File: src/verilog/dtcw_consts.vh
`ifndef DTCW_CONSTS_VH
`define DTCW_CONSTS_VH

// ----------------------------------------------------------------
// Instruction register
// ----------------------------------------------------------------
`define DTCW_IR_W          5
`define DTCW_IR_CONTROL    5'h0A
`define DTCW_IR_WATCH      5'h1C
`define DTCW_IR_BYPASS     5'h1F
`define DTCW_IR_CAPTURE    5'h01

// ----------------------------------------------------------------
// Control register field positions
// ----------------------------------------------------------------
`define DTCW_CTL_W         32
`define DTCW_CTL_RST_OCC   31
`define DTCW_CTL_PSE       15
`define DTCW_CTL_VSEL      14
`define DTCW_CTL_BRK       12
`define DTCW_CTL_DM        3

// ----------------------------------------------------------------
// Watch control and bypass
// ----------------------------------------------------------------
`define DTCW_WATCH_W       8
`define DTCW_WATCH_EN      0
`define DTCW_WATCH_RST     1'h0
`define DTCW_BYPASS_RST    1'h0

// ----------------------------------------------------------------
// Reset values, vectors and codes
// ----------------------------------------------------------------
`define DTCW_RST_OCC_RST   1'h1
`define DTCW_VEC_NORMAL    32'hBFC00480
`define DTCW_VEC_DEBUG     32'hFF200200
`define DTCW_EXC_WATCH     5'h17

`endif

File: src/verilog/dtcw_top.v
`timescale 1ns/1ps
// Contract
// - Service-enable 1 means probe services debug memory
// - Service-enable mirrored read-only to processor bit 0
// - Readback shows value only after core applied
// - Vector select picks normal or debug vector
// - Settings before break govern the handler
// - Break write 1 requests; cleared on debug entry
// - Break in debug mode waits for exit
// - Pending break restarts a stopped clock
// - Break reads pending; writing 0 ignored
// - Bit 3 shows debug mode, resets 0
// - Watch bit 0 selects debug watch mode
// - Debug watch blocks watch writes outside debug
// - Debug watch match raises code 23 exception
// - Debug watch saves PC to debug return
// - Bypass is one bit, captures zero
// - TDI and TMS sampled on rising TCK
// - TDO changes on falling TCK
// - Probe rewrites until readback confirms change
// - Control update needs reset-occurred clear
`include "dtcw_consts.vh"

module dtcw_top (
  // Core clock, reset, freeze
  input  wire        i_core_clk,
  input  wire        i_rst_n,
  input  wire        i_ce,
  // Serial test port
  input  wire        i_tck,
  input  wire        i_tms,
  input  wire        i_tdi,
  input  wire        i_trst_n,
  output reg         o_tdo,
  // Processor status
  input  wire        i_cpu_in_debug,
  input  wire        i_cpu_rst,
  input  wire        i_clk_stable,
  input  wire        i_boot_debug,
  // Watch unit
  input  wire        i_watch_match,
  input  wire        i_watch_wr,
  input  wire [31:0] i_pc,
  output wire        o_watch_wr_en,
  output reg         o_watch_debug_exc,
  output reg         o_normal_watch_exc,
  output reg  [4:0]  o_debug_exception_code,
  output reg  [31:0] o_debug_return_pc,
  // Processor debug controls
  output reg         o_probe_service_enable,
  output reg  [31:0] o_debug_vector,
  output wire        o_debug_req,
  output wire        o_clock_wake
);

  // ----------------------------------------------------------------
  // TAP states, one-hot
  // ----------------------------------------------------------------
  localparam [15:0] S_TLR = 16'h0001;
  localparam [15:0] S_RTI = 16'h0002;
  localparam [15:0] S_SDS = 16'h0004;
  localparam [15:0] S_CDR = 16'h0008;
  localparam [15:0] S_SHD = 16'h0010;
  localparam [15:0] S_E1D = 16'h0020;
  localparam [15:0] S_PD  = 16'h0040;
  localparam [15:0] S_E2D = 16'h0080;
  localparam [15:0] S_UDR = 16'h0100;
  localparam [15:0] S_SIS = 16'h0200;
  localparam [15:0] S_CIR = 16'h0400;
  localparam [15:0] S_SHI = 16'h0800;
  localparam [15:0] S_E1I = 16'h1000;
  localparam [15:0] S_PI  = 16'h2000;
  localparam [15:0] S_E2I = 16'h4000;
  localparam [15:0] S_UIR = 16'h8000;

  reg  [1:0]  rst_s;
  reg  [1:0]  trst_s;
  reg  [2:0]  tck_s;
  reg  [1:0]  tms_s;
  reg  [1:0]  tdi_s;
  reg  [15:0] st;
  reg  [15:0] next_st;
  reg  [`DTCW_IR_W-1:0]  ir;
  reg  [`DTCW_IR_W-1:0]  ir_sr;
  reg  [`DTCW_CTL_W-1:0] dr_sr;
  reg         watch_mode;
  reg         rst_occ;
  reg         req_pse;
  reg         req_vsel;
  reg         req_brk;
  reg         req_pend;
  reg         pse_eff;
  reg         vsel_eff;
  reg         brk_pend;
  reg         dm_q;
  reg         boot_done;
  wire        core_rst_n;
  wire        tap_rst_n;
  wire        tck_rise;
  wire        tck_fall;
  wire        ctl_ok;
  wire        dm_entry;
  wire [`DTCW_CTL_W-1:0] ctl_rd;

  // ----------------------------------------------------------------
  // Reset release and pin synchronisers
  // ----------------------------------------------------------------
  // Core reset released through two flops
  always @(posedge i_core_clk or negedge i_rst_n) begin
    if (!i_rst_n) begin
      rst_s <= 2'h0;
    end else begin
      rst_s <= {rst_s[0], 1'b1};
    end
  end

  assign core_rst_n = rst_s[1];

  // Test reset acts at once; its release is a pin edge, so it crosses
  // two flops before the TAP state may leave reset
  always @(posedge i_core_clk or negedge i_trst_n) begin
    if (!i_trst_n) begin
      trst_s <= 2'h0;
    end else begin
      trst_s <= {trst_s[0], 1'b1};
    end
  end

  assign tap_rst_n = core_rst_n & trst_s[1];

  // Pins cross two flops; the third tck stage only feeds edge finding
  always @(posedge i_core_clk or negedge core_rst_n) begin
    if (!core_rst_n) begin
      tck_s <= 3'h0;
      tms_s <= 2'h3;
      tdi_s <= 2'h0;
    end else if (i_ce) begin
      tck_s <= {tck_s[1:0], i_tck};
      tms_s <= {tms_s[0], i_tms};
      tdi_s <= {tdi_s[0], i_tdi};
    end
  end

  // Edge detectors; needs several core cycles per TCK phase
  assign tck_rise = tck_s[1] & ~tck_s[2];
  assign tck_fall = ~tck_s[1] & tck_s[2];

  // ----------------------------------------------------------------
  // TAP state machine
  // ----------------------------------------------------------------
  // Next state from the sampled mode select
  always @* begin
    case (st)
      S_TLR:   next_st = tms_s[1] ? S_TLR : S_RTI;
      S_RTI:   next_st = tms_s[1] ? S_SDS : S_RTI;
      S_SDS:   next_st = tms_s[1] ? S_SIS : S_CDR;
      S_CDR:   next_st = tms_s[1] ? S_E1D : S_SHD;
      S_SHD:   next_st = tms_s[1] ? S_E1D : S_SHD;
      S_E1D:   next_st = tms_s[1] ? S_UDR : S_PD;
      S_PD:    next_st = tms_s[1] ? S_E2D : S_PD;
      S_E2D:   next_st = tms_s[1] ? S_UDR : S_SHD;
      S_UDR:   next_st = tms_s[1] ? S_SDS : S_RTI;
      S_SIS:   next_st = tms_s[1] ? S_TLR : S_CIR;
      S_CIR:   next_st = tms_s[1] ? S_E1I : S_SHI;
      S_SHI:   next_st = tms_s[1] ? S_E1I : S_SHI;
      S_E1I:   next_st = tms_s[1] ? S_UIR : S_PI;
      S_PI:    next_st = tms_s[1] ? S_E2I : S_PI;
      S_E2I:   next_st = tms_s[1] ? S_UIR : S_SHI;
      S_UIR:   next_st = tms_s[1] ? S_SDS : S_RTI;
      default: next_st = S_TLR;
    endcase
  end

  // Control readback shows only values the core has applied
  assign ctl_rd = {rst_occ, 15'h0000,
                   pse_eff, vsel_eff, 1'b0, brk_pend,
                   8'h00, i_cpu_in_debug, 3'h0};

  // Update is refused while reset-occurred stays set
  assign ctl_ok = ~rst_occ | ~dr_sr[`DTCW_CTL_RST_OCC];

  // State, instruction and data shifting on rising TCK
  always @(posedge i_core_clk or negedge tap_rst_n) begin
    if (!tap_rst_n) begin
      st         <= S_TLR;
      ir         <= `DTCW_IR_BYPASS;
      ir_sr      <= `DTCW_IR_CAPTURE;
      dr_sr      <= 32'h00000000;
      watch_mode <= `DTCW_WATCH_RST;
    end else if (i_ce && tck_rise) begin
      st <= next_st;
      if (st == S_TLR) begin
        ir <= `DTCW_IR_BYPASS;
      end
      if (st == S_CIR) begin
        ir_sr <= `DTCW_IR_CAPTURE;
      end
      if (st == S_SHI) begin
        ir_sr <= {tdi_s[1], ir_sr[`DTCW_IR_W-1:1]};
      end
      if (st == S_UIR) begin
        ir <= ir_sr;
      end
      if (st == S_CDR) begin
        case (ir)
          `DTCW_IR_CONTROL: dr_sr <= ctl_rd;
          `DTCW_IR_WATCH:   dr_sr <= {31'h00000000, watch_mode};
          default:          dr_sr <= {31'h00000000,
                                      `DTCW_BYPASS_RST};
        endcase
      end
      if (st == S_SHD) begin
        case (ir)
          `DTCW_IR_CONTROL: dr_sr <= {tdi_s[1], dr_sr[31:1]};
          `DTCW_IR_WATCH:   dr_sr <= {24'h000000, tdi_s[1], dr_sr[7:1]};
          default:          dr_sr <= {31'h00000000, tdi_s[1]};
        endcase
      end
      if (st == S_UDR && ir == `DTCW_IR_WATCH) begin
        watch_mode <= dr_sr[`DTCW_WATCH_EN];
      end
    end
  end

  // Output bit changes on falling TCK, stable for the next rise
  always @(posedge i_core_clk or negedge tap_rst_n) begin
    if (!tap_rst_n) begin
      o_tdo <= 1'b0;
    end else if (i_ce && tck_fall) begin
      if (st == S_SHI) begin
        o_tdo <= ir_sr[0];
      end else if (st == S_SHD) begin
        o_tdo <= dr_sr[0];
      end
    end
  end

  // ----------------------------------------------------------------
  // Control register requests and core-side application
  // ----------------------------------------------------------------
  assign dm_entry = i_cpu_in_debug & ~dm_q;

  // Requests cross once the core clock is settled; a write made while
  // it relocks is dropped and the probe must retry
  always @(posedge i_core_clk or negedge core_rst_n) begin
    if (!core_rst_n) begin
      rst_occ   <= `DTCW_RST_OCC_RST;
      req_pse   <= 1'b0;
      req_vsel  <= 1'b0;
      req_brk   <= 1'b0;
      req_pend  <= 1'b0;
      pse_eff   <= 1'b0;
      vsel_eff  <= 1'b0;
      brk_pend  <= 1'b0;
      dm_q      <= 1'b0;
      boot_done <= 1'b0;
    end else if (i_ce) begin
      dm_q <= i_cpu_in_debug;
      // Processor reset keeps the flag set; set wins over clear
      if (i_cpu_rst) begin
        rst_occ <= 1'b1;
      end else if (tck_rise && st == S_UDR &&
                   ir == `DTCW_IR_CONTROL && ctl_ok) begin
        rst_occ <= dr_sr[`DTCW_CTL_RST_OCC];
      end
      if (tck_rise && st == S_UDR && ir == `DTCW_IR_CONTROL && ctl_ok) begin
        req_pse  <= dr_sr[`DTCW_CTL_PSE];
        req_vsel <= dr_sr[`DTCW_CTL_VSEL];
        req_brk  <= dr_sr[`DTCW_CTL_BRK];
        req_pend <= 1'b1;
      end else if (req_pend) begin
        req_pend <= 1'b0;
      end
      if (!boot_done) begin
        // Boot strap picks the starting debug setup
        boot_done <= 1'b1;
        pse_eff   <= i_boot_debug;
        vsel_eff  <= i_boot_debug;
        brk_pend  <= i_boot_debug;
      end else begin
        // Settings land before or with the break, never after
        if (req_pend && i_clk_stable) begin
          pse_eff  <= req_pse;
          vsel_eff <= req_vsel;
        end
        // Write of 0 ignored; a new request beats debug entry
        if (req_pend && i_clk_stable && req_brk) begin
          brk_pend <= 1'b1;
        end else if (dm_entry) begin
          brk_pend <= 1'b0;
        end
      end
    end
  end

  // Request held off while already in debug mode
  assign o_debug_req  = brk_pend & ~i_cpu_in_debug;
  assign o_clock_wake = brk_pend;

  // ----------------------------------------------------------------
  // Processor-side outputs and watch handling
  // ----------------------------------------------------------------
  // Watch writes pass only in normal mode or while debugging
  assign o_watch_wr_en = i_watch_wr &
                         (~watch_mode | i_cpu_in_debug);

  // Registered copies toward the processor
  always @(posedge i_core_clk or negedge core_rst_n) begin
    if (!core_rst_n) begin
      o_probe_service_enable <= 1'b0;
      o_debug_vector         <= `DTCW_VEC_NORMAL;
      o_watch_debug_exc      <= 1'b0;
      o_normal_watch_exc     <= 1'b0;
      o_debug_exception_code <= 5'h00;
      o_debug_return_pc      <= 32'h00000000;
    end else if (i_ce) begin
      o_probe_service_enable <= pse_eff;
      o_debug_vector <= vsel_eff ? `DTCW_VEC_DEBUG
                                 : `DTCW_VEC_NORMAL;
      o_watch_debug_exc  <= i_watch_match & watch_mode;
      o_normal_watch_exc <= i_watch_match & ~watch_mode;
      if (i_watch_match && watch_mode) begin
        o_debug_exception_code <= `DTCW_EXC_WATCH;
        o_debug_return_pc      <= i_pc;
      end
    end
  end

endmodule // dtcw_top

File: config.mk
export PLATFORM = sky130hd
export DESIGN_NAME = dtcw_top
export DESIGN_NICKNAME = d
export VERILOG_FILES = /design/src/verilog/dtcw_top.v
export VERILOG_INCLUDE_DIRS = /design/src /design/src/verilog
export SDC_FILE = /design/constraint.sdc
export NUM_CORES = 1
export LEC_CHECK = 0
export BUFFER_PORTS_ARGS = -buffer_cell sky130_fd_sc_hd__clkbuf_2
export CORE_ASPECT_RATIO = 0.9
export CORE_MARGIN = 5
export CORE_UTILIZATION = 54
export CTS_BUF_LIST = sky130_fd_sc_hd__clkbuf_8 sky130_fd_sc_hd__clkbuf_16
export DETAILED_ROUTE_END_ITERATION = 7
export GPL_TIMING_DRIVEN = 1
export PLACE_DENSITY = 0.77
export SKIP_LAST_GASP = 1
export SYNTH_ARGS = -nofsm -noshare
export SYNTH_HDL_FRONTEND = slang
export SYNTH_SLANG_ARGS = --single-unit
File: constraint.sdc
create_clock -name i_core_clk -period 4.6 [get_ports i_core_clk]
set_clock_uncertainty 0.1 [all_clocks]
set_input_delay 0.23 -clock i_core_clk [delete_from_list [all_inputs] [get_ports i_core_clk]]
set_output_delay 0.23 -clock i_core_clk [all_outputs]
set_load 0.005 [all_outputs]
== Word level (Yosys, flattened, before mapping) ==
Index checks and enable logic that the tools add are counted.

* Input bits: 45
* Word-level logic and storage cells: 125
* Output and inout port bits: 76
* Register bits after elaboration: 149

* Mux-type cells: 34
* Equality and inequality tests: 20
* Bitwise logic cells: 17
* Reduce and logical (&&, ||, !) cells: 27

{| class="wikitable"
|+ Operators with widths
! kind !! count
|-
| one-hot mux 16 bit (12 select lines) || 1
|-
| one-hot mux 32 bit (2 select lines) || 2
|-
| two-way mux 32 bit || 2
|-
| two-way mux 16 bit || 2
|-
| two-way mux 31 bit || 1
|-
| two-way mux 5 bit || 4
|-
| AND reduction 2 bit || 10
|-
| two-way mux 9 bit || 2
|-
| == test 16 x 1 -> 1 bit (second input constant) || 1
|-
| == test 16 x 10 -> 1 bit (second input constant) || 1
|-
| == test 16 x 11 -> 1 bit (second input constant) || 1
|-
| == test 16 x 12 -> 1 bit (second input constant) || 1
|-
| == test 16 x 13 -> 1 bit (second input constant) || 1
|-
| == test 16 x 14 -> 1 bit (second input constant) || 1
|-
| == test 16 x 15 -> 1 bit (second input constant) || 1
|-
| == test 16 bit (second input constant) || 1
|-
| == test 16 x 2 -> 1 bit (second input constant) || 1
|-
| == test 16 x 3 -> 1 bit (second input constant) || 1
|-
| == test 16 x 4 -> 1 bit (second input constant) || 1
|-
| == test 16 x 5 -> 1 bit (second input constant) || 1
|-
| == test 16 x 6 -> 1 bit (second input constant) || 1
|-
| == test 16 x 7 -> 1 bit (second input constant) || 1
|-
| == test 16 x 8 -> 1 bit (second input constant) || 1
|-
| == test 16 x 9 -> 1 bit (second input constant) || 1
|-
| 20 further kinds || 58
|}

== Depth between registers and ports, before layout ==
Gate-level depths: netlist of run 1.

* Depth after elaboration: 7
* Mapped depth: 8
* Gate-level depth less buffers: 5

== Worst setup path after synthesis of run 1 ==
Ideal clock, no wire load.

* Path kind: register -> register
* From: register st[3]
* To: register dr_sr[10]
* Clock period less this slack: 2.362 ns
* Path slack: 2.238 ns
* Data required time: 4.435 ns
* Arrival: 2.196 ns
* Cell stages (with the launch flop): 8
* Path through: dfrtp_1 -> buf_6 -> or4_1 -> buf_2 -> nor4_4 -> and3_1 -> buf_6 -> a22o_1

* Cells in the longest elaborated chain, start to end: 3
* Elaborated cells on any way between the ends: 5
* Those cells by class: 2 x eq/ne; 1 x mux; 2 x reduce/logical

{| class="wikitable"
|+ RTL lines
! element !! line !! source
|-
| from (decl) || dtcw_top.v:81 || <nowiki>reg [15:0] st;</nowiki>
|-
| from (signal assigned) || dtcw_top.v:191 || <nowiki>st <= next_st;</nowiki>
|-
| == test 16 x 4 -> 1 bit / == test 16 x 5 -> 1 bit (equally long branches) || dtcw_top.v:204, dtcw_top.v:212 ||
|-
| nonzero test 2 bit (no line) || n/a ||
|-
| AND reduction 2 bit (no line) || n/a ||
|-
| to (signal assigned) || dtcw_top.v:206 || <nowiki>`DTCW_IR_CONTROL: dr_sr <= ctl_rd;</nowiki>
|-
| to (signal assigned) || dtcw_top.v:207 || <nowiki>`DTCW_IR_WATCH: dr_sr <= {31'h00000000, watch_mode};</nowiki>
|-
| to (signal assigned) || dtcw_top.v:208 || <nowiki>default: dr_sr <= {31'h00000000,</nowiki>
|-
| to (decl) || dtcw_top.v:85 || <nowiki>reg [`DTCW_CTL_W-1:0] dr_sr;</nowiki>
|}

Several ways; a longest one is shown, not always the timed one.
A chain may end at the register's enable or synchronous reset.

== Final worst setup path of run 1 ==
* From: register st[3]
* To: register dr_sr[16]

The elaborated chain is that of the path after synthesis.

==> impl_metrics.py, run 1 <==
metrics = {
    "outcome": {
        "outcome": "finished clean",
    },
    "min_path": {
        "min_from": "i_clk_stable",
        "hold_path_class": "primary input to flip-flop",
        "min_delay_worst_endpoint": "o_clock_wake",
        "hold_path_depth": 3,
    },
    "floorplan": {
        "die_h_um": 105,
        "die_area_mm2": 0.0122,
        "fp.dieW_um": 116,
        "coreArea_mm2": 0.00974,
        "io-pin-count": 121,
        "initial_core_util_pct": 55.9,
        "rows": 34,
    },
    "placed_design": {
        "gp_congestion": 0.905,
        "portBuffers": 94,
        "dp_hpwl_um": 8320,
        "place_area_mm2": 0.00582,
        "post-place-ws_ns": 1.63,
    },
    "detailed_routing": {
        "firstDrtPassIters": 5,
        "postRouteAntennaNets": 0,
        "met3_length_um": 1130,
        "num_vias": 4146,
        "post-route-drc-count": 0,
        "vias_per_cell": 5.59,
        "met1_length_um": 6010,
        "drt_iter0_drc": 366,
        "highest_layer": "met4",
        "wl_um": 14000,
        "post_drt_wl_per_cell_um": 18.9,
        "dr_wl_met2_um": 6600,
    },
    "pwr": {
        "sequentialPowerShare_pct": 42.4,
        "p_per_area_mw_per_mm2": 396,
        "p_int_mw": 1.99,
        "clockPowerShare_pct": 47.2,
        "ir_drop_v": 0.000350,
        "p_leak_nw": 3.37,
        "netSwitchingFraction_pct": 26.2,
        "p_switching_mw": 0.706,
        "comb_power_share_pct": 10.3,
    },
    "synthesis": {
        "synth_edf_count": 0,
        "ys_seq_area_share_pct": 55.0,
        "synth_ff_type": "dfrtp_1",
        "ys_warn_count": 0,
        "syn_inst": 481,
        "async_reset_ff_share_pct": 100,
        "synthesis.area_mm2": 0.00544,
        "synth_seq_cells": 119,
        "ys_types": 51,
        "syn_avg_cell_area_um2": 11.3,
    },
    "timing": {
        "setup_viol": 0,
        "finalMaxSlewViolations": 0,
        "hold_violations": 0,
        "relSlewSlack_pct": 28.7,
        "worstMarginPinSlew_ns": 1.06,
        "final.min_clock_period_ns": 2.99,
        "fin_ws_ns": 1.61,
        "max_freq_ghz": 0.335,
        "timing.setup.tns_ns": 0,
        "grt_setup_unrepaired": "no",
        "fin_crit_sh_pct": 64.9,
    },
    "critical_path": {
        "path_max_fanout": 20,
        "endpoint_kind": "flip-flop",
        "critPathKind": "flip-flop to flip-flop",
        "r2r-start": "st[3]",
        "r2r-end": "dr_sr[16]",
        "slowest_stage": "or4_1",
        "cpPeakStageDelay_ns": 0.72,
        "critPathRequiredTime_ns": 4.95,
        "start_kind": "flip-flop",
        "reg2reg_depth": 4,
        "cp_cell_sequence": "or4_1 > nor4_4 > and3_1 > a22o_1",
        "critPathArrivalTime_ns": 3.34,
        "r2r_slack_ns": 1.61,
    },
    "global_routing": {
        "grt_pass1_wl_um": 22900,
        "grt_pass1_vias": 4344,
        "grt-ovfl-total": 0,
        "gr-usage-all-layers_pct": 24.1,
        "grt_max_degree": 61,
        "antenna_found_initial": 0,
    },
    "clock_tree": {
        "worst_skew_pair.late_latency_ns": 0.53,
        "cts_sinks": 119,
        "cts_setup_buffers": 0,
        "ctsResizeCount": 0,
        "clockRootBuffer": "clkbuf_8",
        "cts.hold.buffers_added": 42,
        "cts_max_path_buffers": 2,
        "tritoncts": "done",
        "path_clk_slew_ns": 0.06,
        "cts_made_buffers": 17,
        "cts.htree.levels": 4,
    },
    "finish": {
        "nNetsFinal": 648,
        "diodes": 0,
        "nFillCells": 644,
        "drive_above_1_share_pct": 32.1,
        "synthToLayoutAreaGrowth_pct": 25.0,
        "fin_area_mm2": 0.00681,
    },
    "flow_run": {
        "drv_cap": 0,
    },
}
[sequential cells by signal, indices dropped and copies added, names as in the netlist, 3 cells and up]
| register | cells |
|---|---|
| dr_sr | 32 |
| ir | 5 |
| ir_sr | 5 |
| o_debug_return_pc | 32 |
| st | 16 |
| tck_s | 3 |
[metrics by stage]
step	power [mW]	util (%)	hold slack, ns	cells
after floorplan	1.35	-	-0.166	507
after global placement	1.39	59.7	-0.0846	668
after detailed placement	1.40	59.7	-0.0821	668
after CTS	2.69	69.9	0.0377	742
after global routing	2.79	69.9	0.0607	742
final	2.70	69.9	0.0450	742
[power by group through the flow]
stage          sequential, mW  combinational [mW]  clock, mW
3_5_place_dp             1.16               0.242          0
2_1_floorplan            1.14               0.209          0
3_3_place_gp             1.16               0.238          0
6_report                 1.14               0.279       1.27
4_1_cts                  1.14               0.271       1.27
5_1_grt                  1.15               0.309       1.33
[synthesized netlist by cell type, drive strengths merged (2+ instances only)]
master,count,share of area [%]
nor3,6,0.55
nand3,8,0.74
nor2,29,2.1
a21oi,4,0.37
conb,2,0.14
nor4b,6,0.97
or4,4,0.55
nor3b,2,0.28
clkbuf,23,1.6
mux2,46,9.5
mux2i,10,1.8
xnor2,3,0.48
buf,42,5.8
xor2,6,0.97
nand2,45,3.1
inv,10,0.69
a31oi,2,0.23
a22o,27,4.3
nand4,9,1.0
nand2b,3,0.34
nor2b,5,0.57
nand3b,3,0.41
a22oi,3,0.41
dfrtp,108,50
dfstp,11,5.3
o21ai,28,2.6
o31ai,5,0.69
nor4,11,1.7
o2111ai,3,0.48
or4b,2,0.37
[worst max path at each step]
| stage | slack (ns) | cells past startpoint | endpoint | startpoint |
|---|---|---|---|---|
| after floorplan | 1.02 | 1 | dr_sr[0] | rst_s[1] |
| after global placement | 1.75 | 4 | dr_sr[27] | st[3] |
| after detailed placement | 1.63 | 4 | dr_sr[23] | st[3] |
| after CTS | 1.60 | 4 | dr_sr[16] | st[3] |
| after global routing | 1.44 | 4 | dr_sr[16] | st[3] |
| final | 1.61 | 4 | dr_sr[16] | st[3] |
[cell usage in the layout, fill, tap and decap left out, types with 8 or more instances in the layout]
cell           instances
nand3_1                8
mux2i_1               10
mux2_2                46
clkbuf_16             16
nand2_1               45
o21ai_0               27
a22o_1                27
conb_1                28
nor2_1                26
dlygate4sd3_1         42
dfstp_2               11
nor4_1                 9
nand4_1                9
inv_1                 11
dfrtp_1              107
clkbuf_2              94
[metal layers]
metal	track usage, %	vias to the layer above
li1	-	1888
met1	31.9	2049
met2	37.0	187
met3	8.83	22
met4	8.12	0
met5	0	-
[worst max-delay path, delay by kind of cell (launching register included)]
kind / cells / cell delay [ns]
AND/OR/NAND/NOR: 3 / 2.10
flip-flops: 1 / 0.48
AO/OA/AOI/OAI: 1 / 0.24
[cell type report]
cell class,count,area (µm²),share of cell area (%)
clock inverter,15,154,2.26
inverter,10,37.5,0.552
tap,126,158,2.32
multi-input combinational,313,2110,31.1
sequential,119,2990,44.0
timing repair buffer,142,936,13.8
clock buffer,17,414,6.09
[kinds of logic after synthesis]
logic type | Yosys count | share of synthesized area, %
mux | 56 | 11.4
compound gates | 80 | 10.4
xor+xnor | 9 | 1.45
flops | 119 | 55.0
buf+inv | 75 | 8.04
simple gates | 140 | 13.7
other cells | 2 | 0.138
No activity file was read; power rests on OpenSTA's default activity.
==> run 2, diff against run 1 <==
Settings changed: CORE_UTILIZATION 54 to 49, PLACE_DENSITY 0.77 to 0.73.
Clock period 4.6 ns to 2.7 ns, I/O delays scaled along.
==> impl_metrics.py, run 2 (same netlist as run 1, synthesis figures left out) <==
metrics = {
    "outcome": {
        "outcome": "finished clean",
    },
    "detailed_routing": {
        "wl_um": 13700,
        "post-route-drc-count": 0,
        "post_drt_wl_per_cell_um": 17.5,
        "highest_layer": "met4",
        "firstDrtPassIters": 5,
        "vias_per_cell": 5.34,
        "postRouteAntennaNets": 0,
        "num_vias": 4184,
        "met3_length_um": 1260,
        "dr_wl_met2_um": 6260,
        "met1_length_um": 5760,
        "drt_iter0_drc": 294,
    },
    "critical_path": {
        "start_kind": "flip-flop",
        "critPathKind": "flip-flop to flip-flop",
        "reg2reg_depth": 5,
        "r2r_slack_ns": 0.30,
        "cpPeakStageDelay_ns": 0.71,
        "critPathRequiredTime_ns": 2.90,
        "cp_cell_sequence": "or4_1 > nor3_1 > nand4_1 > buf_4 > a22o_1",
        "path_max_fanout": 32,
        "slowest_stage": "or4_1",
        "critPathArrivalTime_ns": 2.60,
        "endpoint_kind": "flip-flop",
    },
    "global_routing": {
        "grt_pass1_wl_um": 22500,
        "grt_pass1_vias": 4375,
        "gr-usage-all-layers_pct": 22.1,
        "grt-ovfl-total": 0,
        "antenna_found_initial": 0,
        "grt_max_degree": 61,
    },
    "finish": {
        "drive_above_1_share_pct": 33.6,
        "nNetsFinal": 663,
        "layout_common_cells": "dfrtp_1, clkbuf_2, mux2_2",
        "reg.largest.list": "dr_sr (32), o_debug_return_pc (32), st (16)",
        "fin_util_pct": 64.3,
        "final_common_cell": "dfrtp_1",
        "synthToLayoutAreaGrowth_pct": 28.2,
        "fin_area_mm2": 0.00698,
        "diodes": 0,
    },
    "timing": {
        "hold_violations": 0,
        "relSlewSlack_pct": 49.4,
        "worstMarginPinSlew_ns": 0.760,
        "max_freq_ghz": 0.416,
        "finalMaxSlewViolations": 0,
        "grt_setup_unrepaired": "no",
        "final.min_clock_period_ns": 2.40,
        "timing.setup.tns_ns": 0,
        "setup_viol": 0,
        "fin_crit_sh_pct": 89.0,
    },
    "pwr": {
        "p_switching_mw": 1.18,
        "comb_power_share_pct": 10.6,
        "ir_drop_v": 0.000518,
        "p_leak_nw": 3.46,
        "netSwitchingFraction_pct": 25.1,
        "p_int_mw": 3.52,
        "total_power_mw": 4.70,
        "sequentialPowerShare_pct": 41.5,
        "p_per_area_mw_per_mm2": 673,
        "clockPowerShare_pct": 47.9,
    },
    "clock_tree": {
        "clockRootBuffer": "clkbuf_16",
        "cts_setup_buffers": 0,
        "cts.htree.levels": 4,
        "cts_sinks": 119,
        "path_clk_slew_ns": 0.06,
        "tritoncts": "done",
        "ctsResizeCount": 0,
        "worst_skew_pair.late_latency_ns": 0.42,
        "cts_made_buffers": 17,
        "cts_max_path_buffers": 2,
        "cts.hold.buffers_added": 42,
    },
    "floorplan": {
        "fp.dieW_um": 121,
        "coreArea_mm2": 0.0109,
        "die_h_um": 110,
        "die_area_mm2": 0.0133,
        "initial_core_util_pct": 50.1,
        "rows": 36,
        "io-pin-count": 121,
    },
    "min_path": {
        "hold_path_class": "primary input to flip-flop",
        "hold_path_depth": 5,
    },
    "placed_design": {
        "place_area_mm2": 0.00596,
        "dp_hpwl_um": 8390,
        "gp_congestion": 0.901,
        "portBuffers": 94,
    },
    "flow_run": {
        "drv_cap": 0,
    },
}
[run 2: changes by cell type in the layout (fill, tap and decap cells not counted), sizes merged]
cell	previous run	this run
clkinvlp	3	4
clkinv	6	4
buf	6	21
inv	14	12
clkbuf	111	114
[run 2: metrics by stage]
stage / hold WS, ns / setup WS, ns / cells
2_1_floorplan: -0.261 / 0.338 / 507
3_3_place_gp: -0.177 / 0.380 / 709
3_5_place_dp: -0.170 / 0.335 / 709
4_1_cts: 0.0252 / 0.308 / 783
5_1_grt: 0.0750 / 0.167 / 783
6_report: 0.0475 / 0.297 / 783
[run 2: path summary, 6_finish.rpt]
kind	to	from
max in group asynchronous	dr_sr[26]	rst_s[1]
min reg2reg	trst_s[1]	trst_s[0]
min in group asynchronous	tck_s[0]	rst_s[1]
min	vsel_eff	i_clk_stable
max	dr_sr[30]	st[9]
max reg2reg	dr_sr[30]	st[9]
[run 2: power groups by stage]
stage               clock (mW)  combinational (mW)  sequential [mW]
CTS                       2.28               0.485             1.95
detailed placement           0               0.431             1.97
floorplan                    0               0.357             1.94
finish                    2.25               0.499             1.95
global route              2.37               0.552             1.96
global placement             0               0.433             1.97
[run 2: layout make-up]
| class | instances | area [µm²] |
|---|---|---|
| Clock inverter | 12 | 129 |
| Tap cell | 152 | 190 |
| Multi-Input combinational cell | 313 | 2110 |
| Fill cell | 807 | 3880 |
| Clock buffer | 20 | 467 |
| Sequential cell | 119 | 2990 |
| Timing Repair Buffer | 157 | 1050 |
| Inverter | 10 | 37.5 |
[run 2: worst max-delay path, delay by kind of cell (launching register included)]
family	cells	cell delay, ns
AND/OR/NAND/NOR	3	1.18
AO/OA/AOI/OAI	1	0.27
flip-flops	1	0.45
buffers and inverters	1	0.27
[run 2: layer usage]
layer  GRT usage [%]  vias to the layer above
met3            9.29                       36
met2            32.8                      187
met1            28.0                     2038
li1                -                     1923
met5               0                        -
met4            10.7                        0
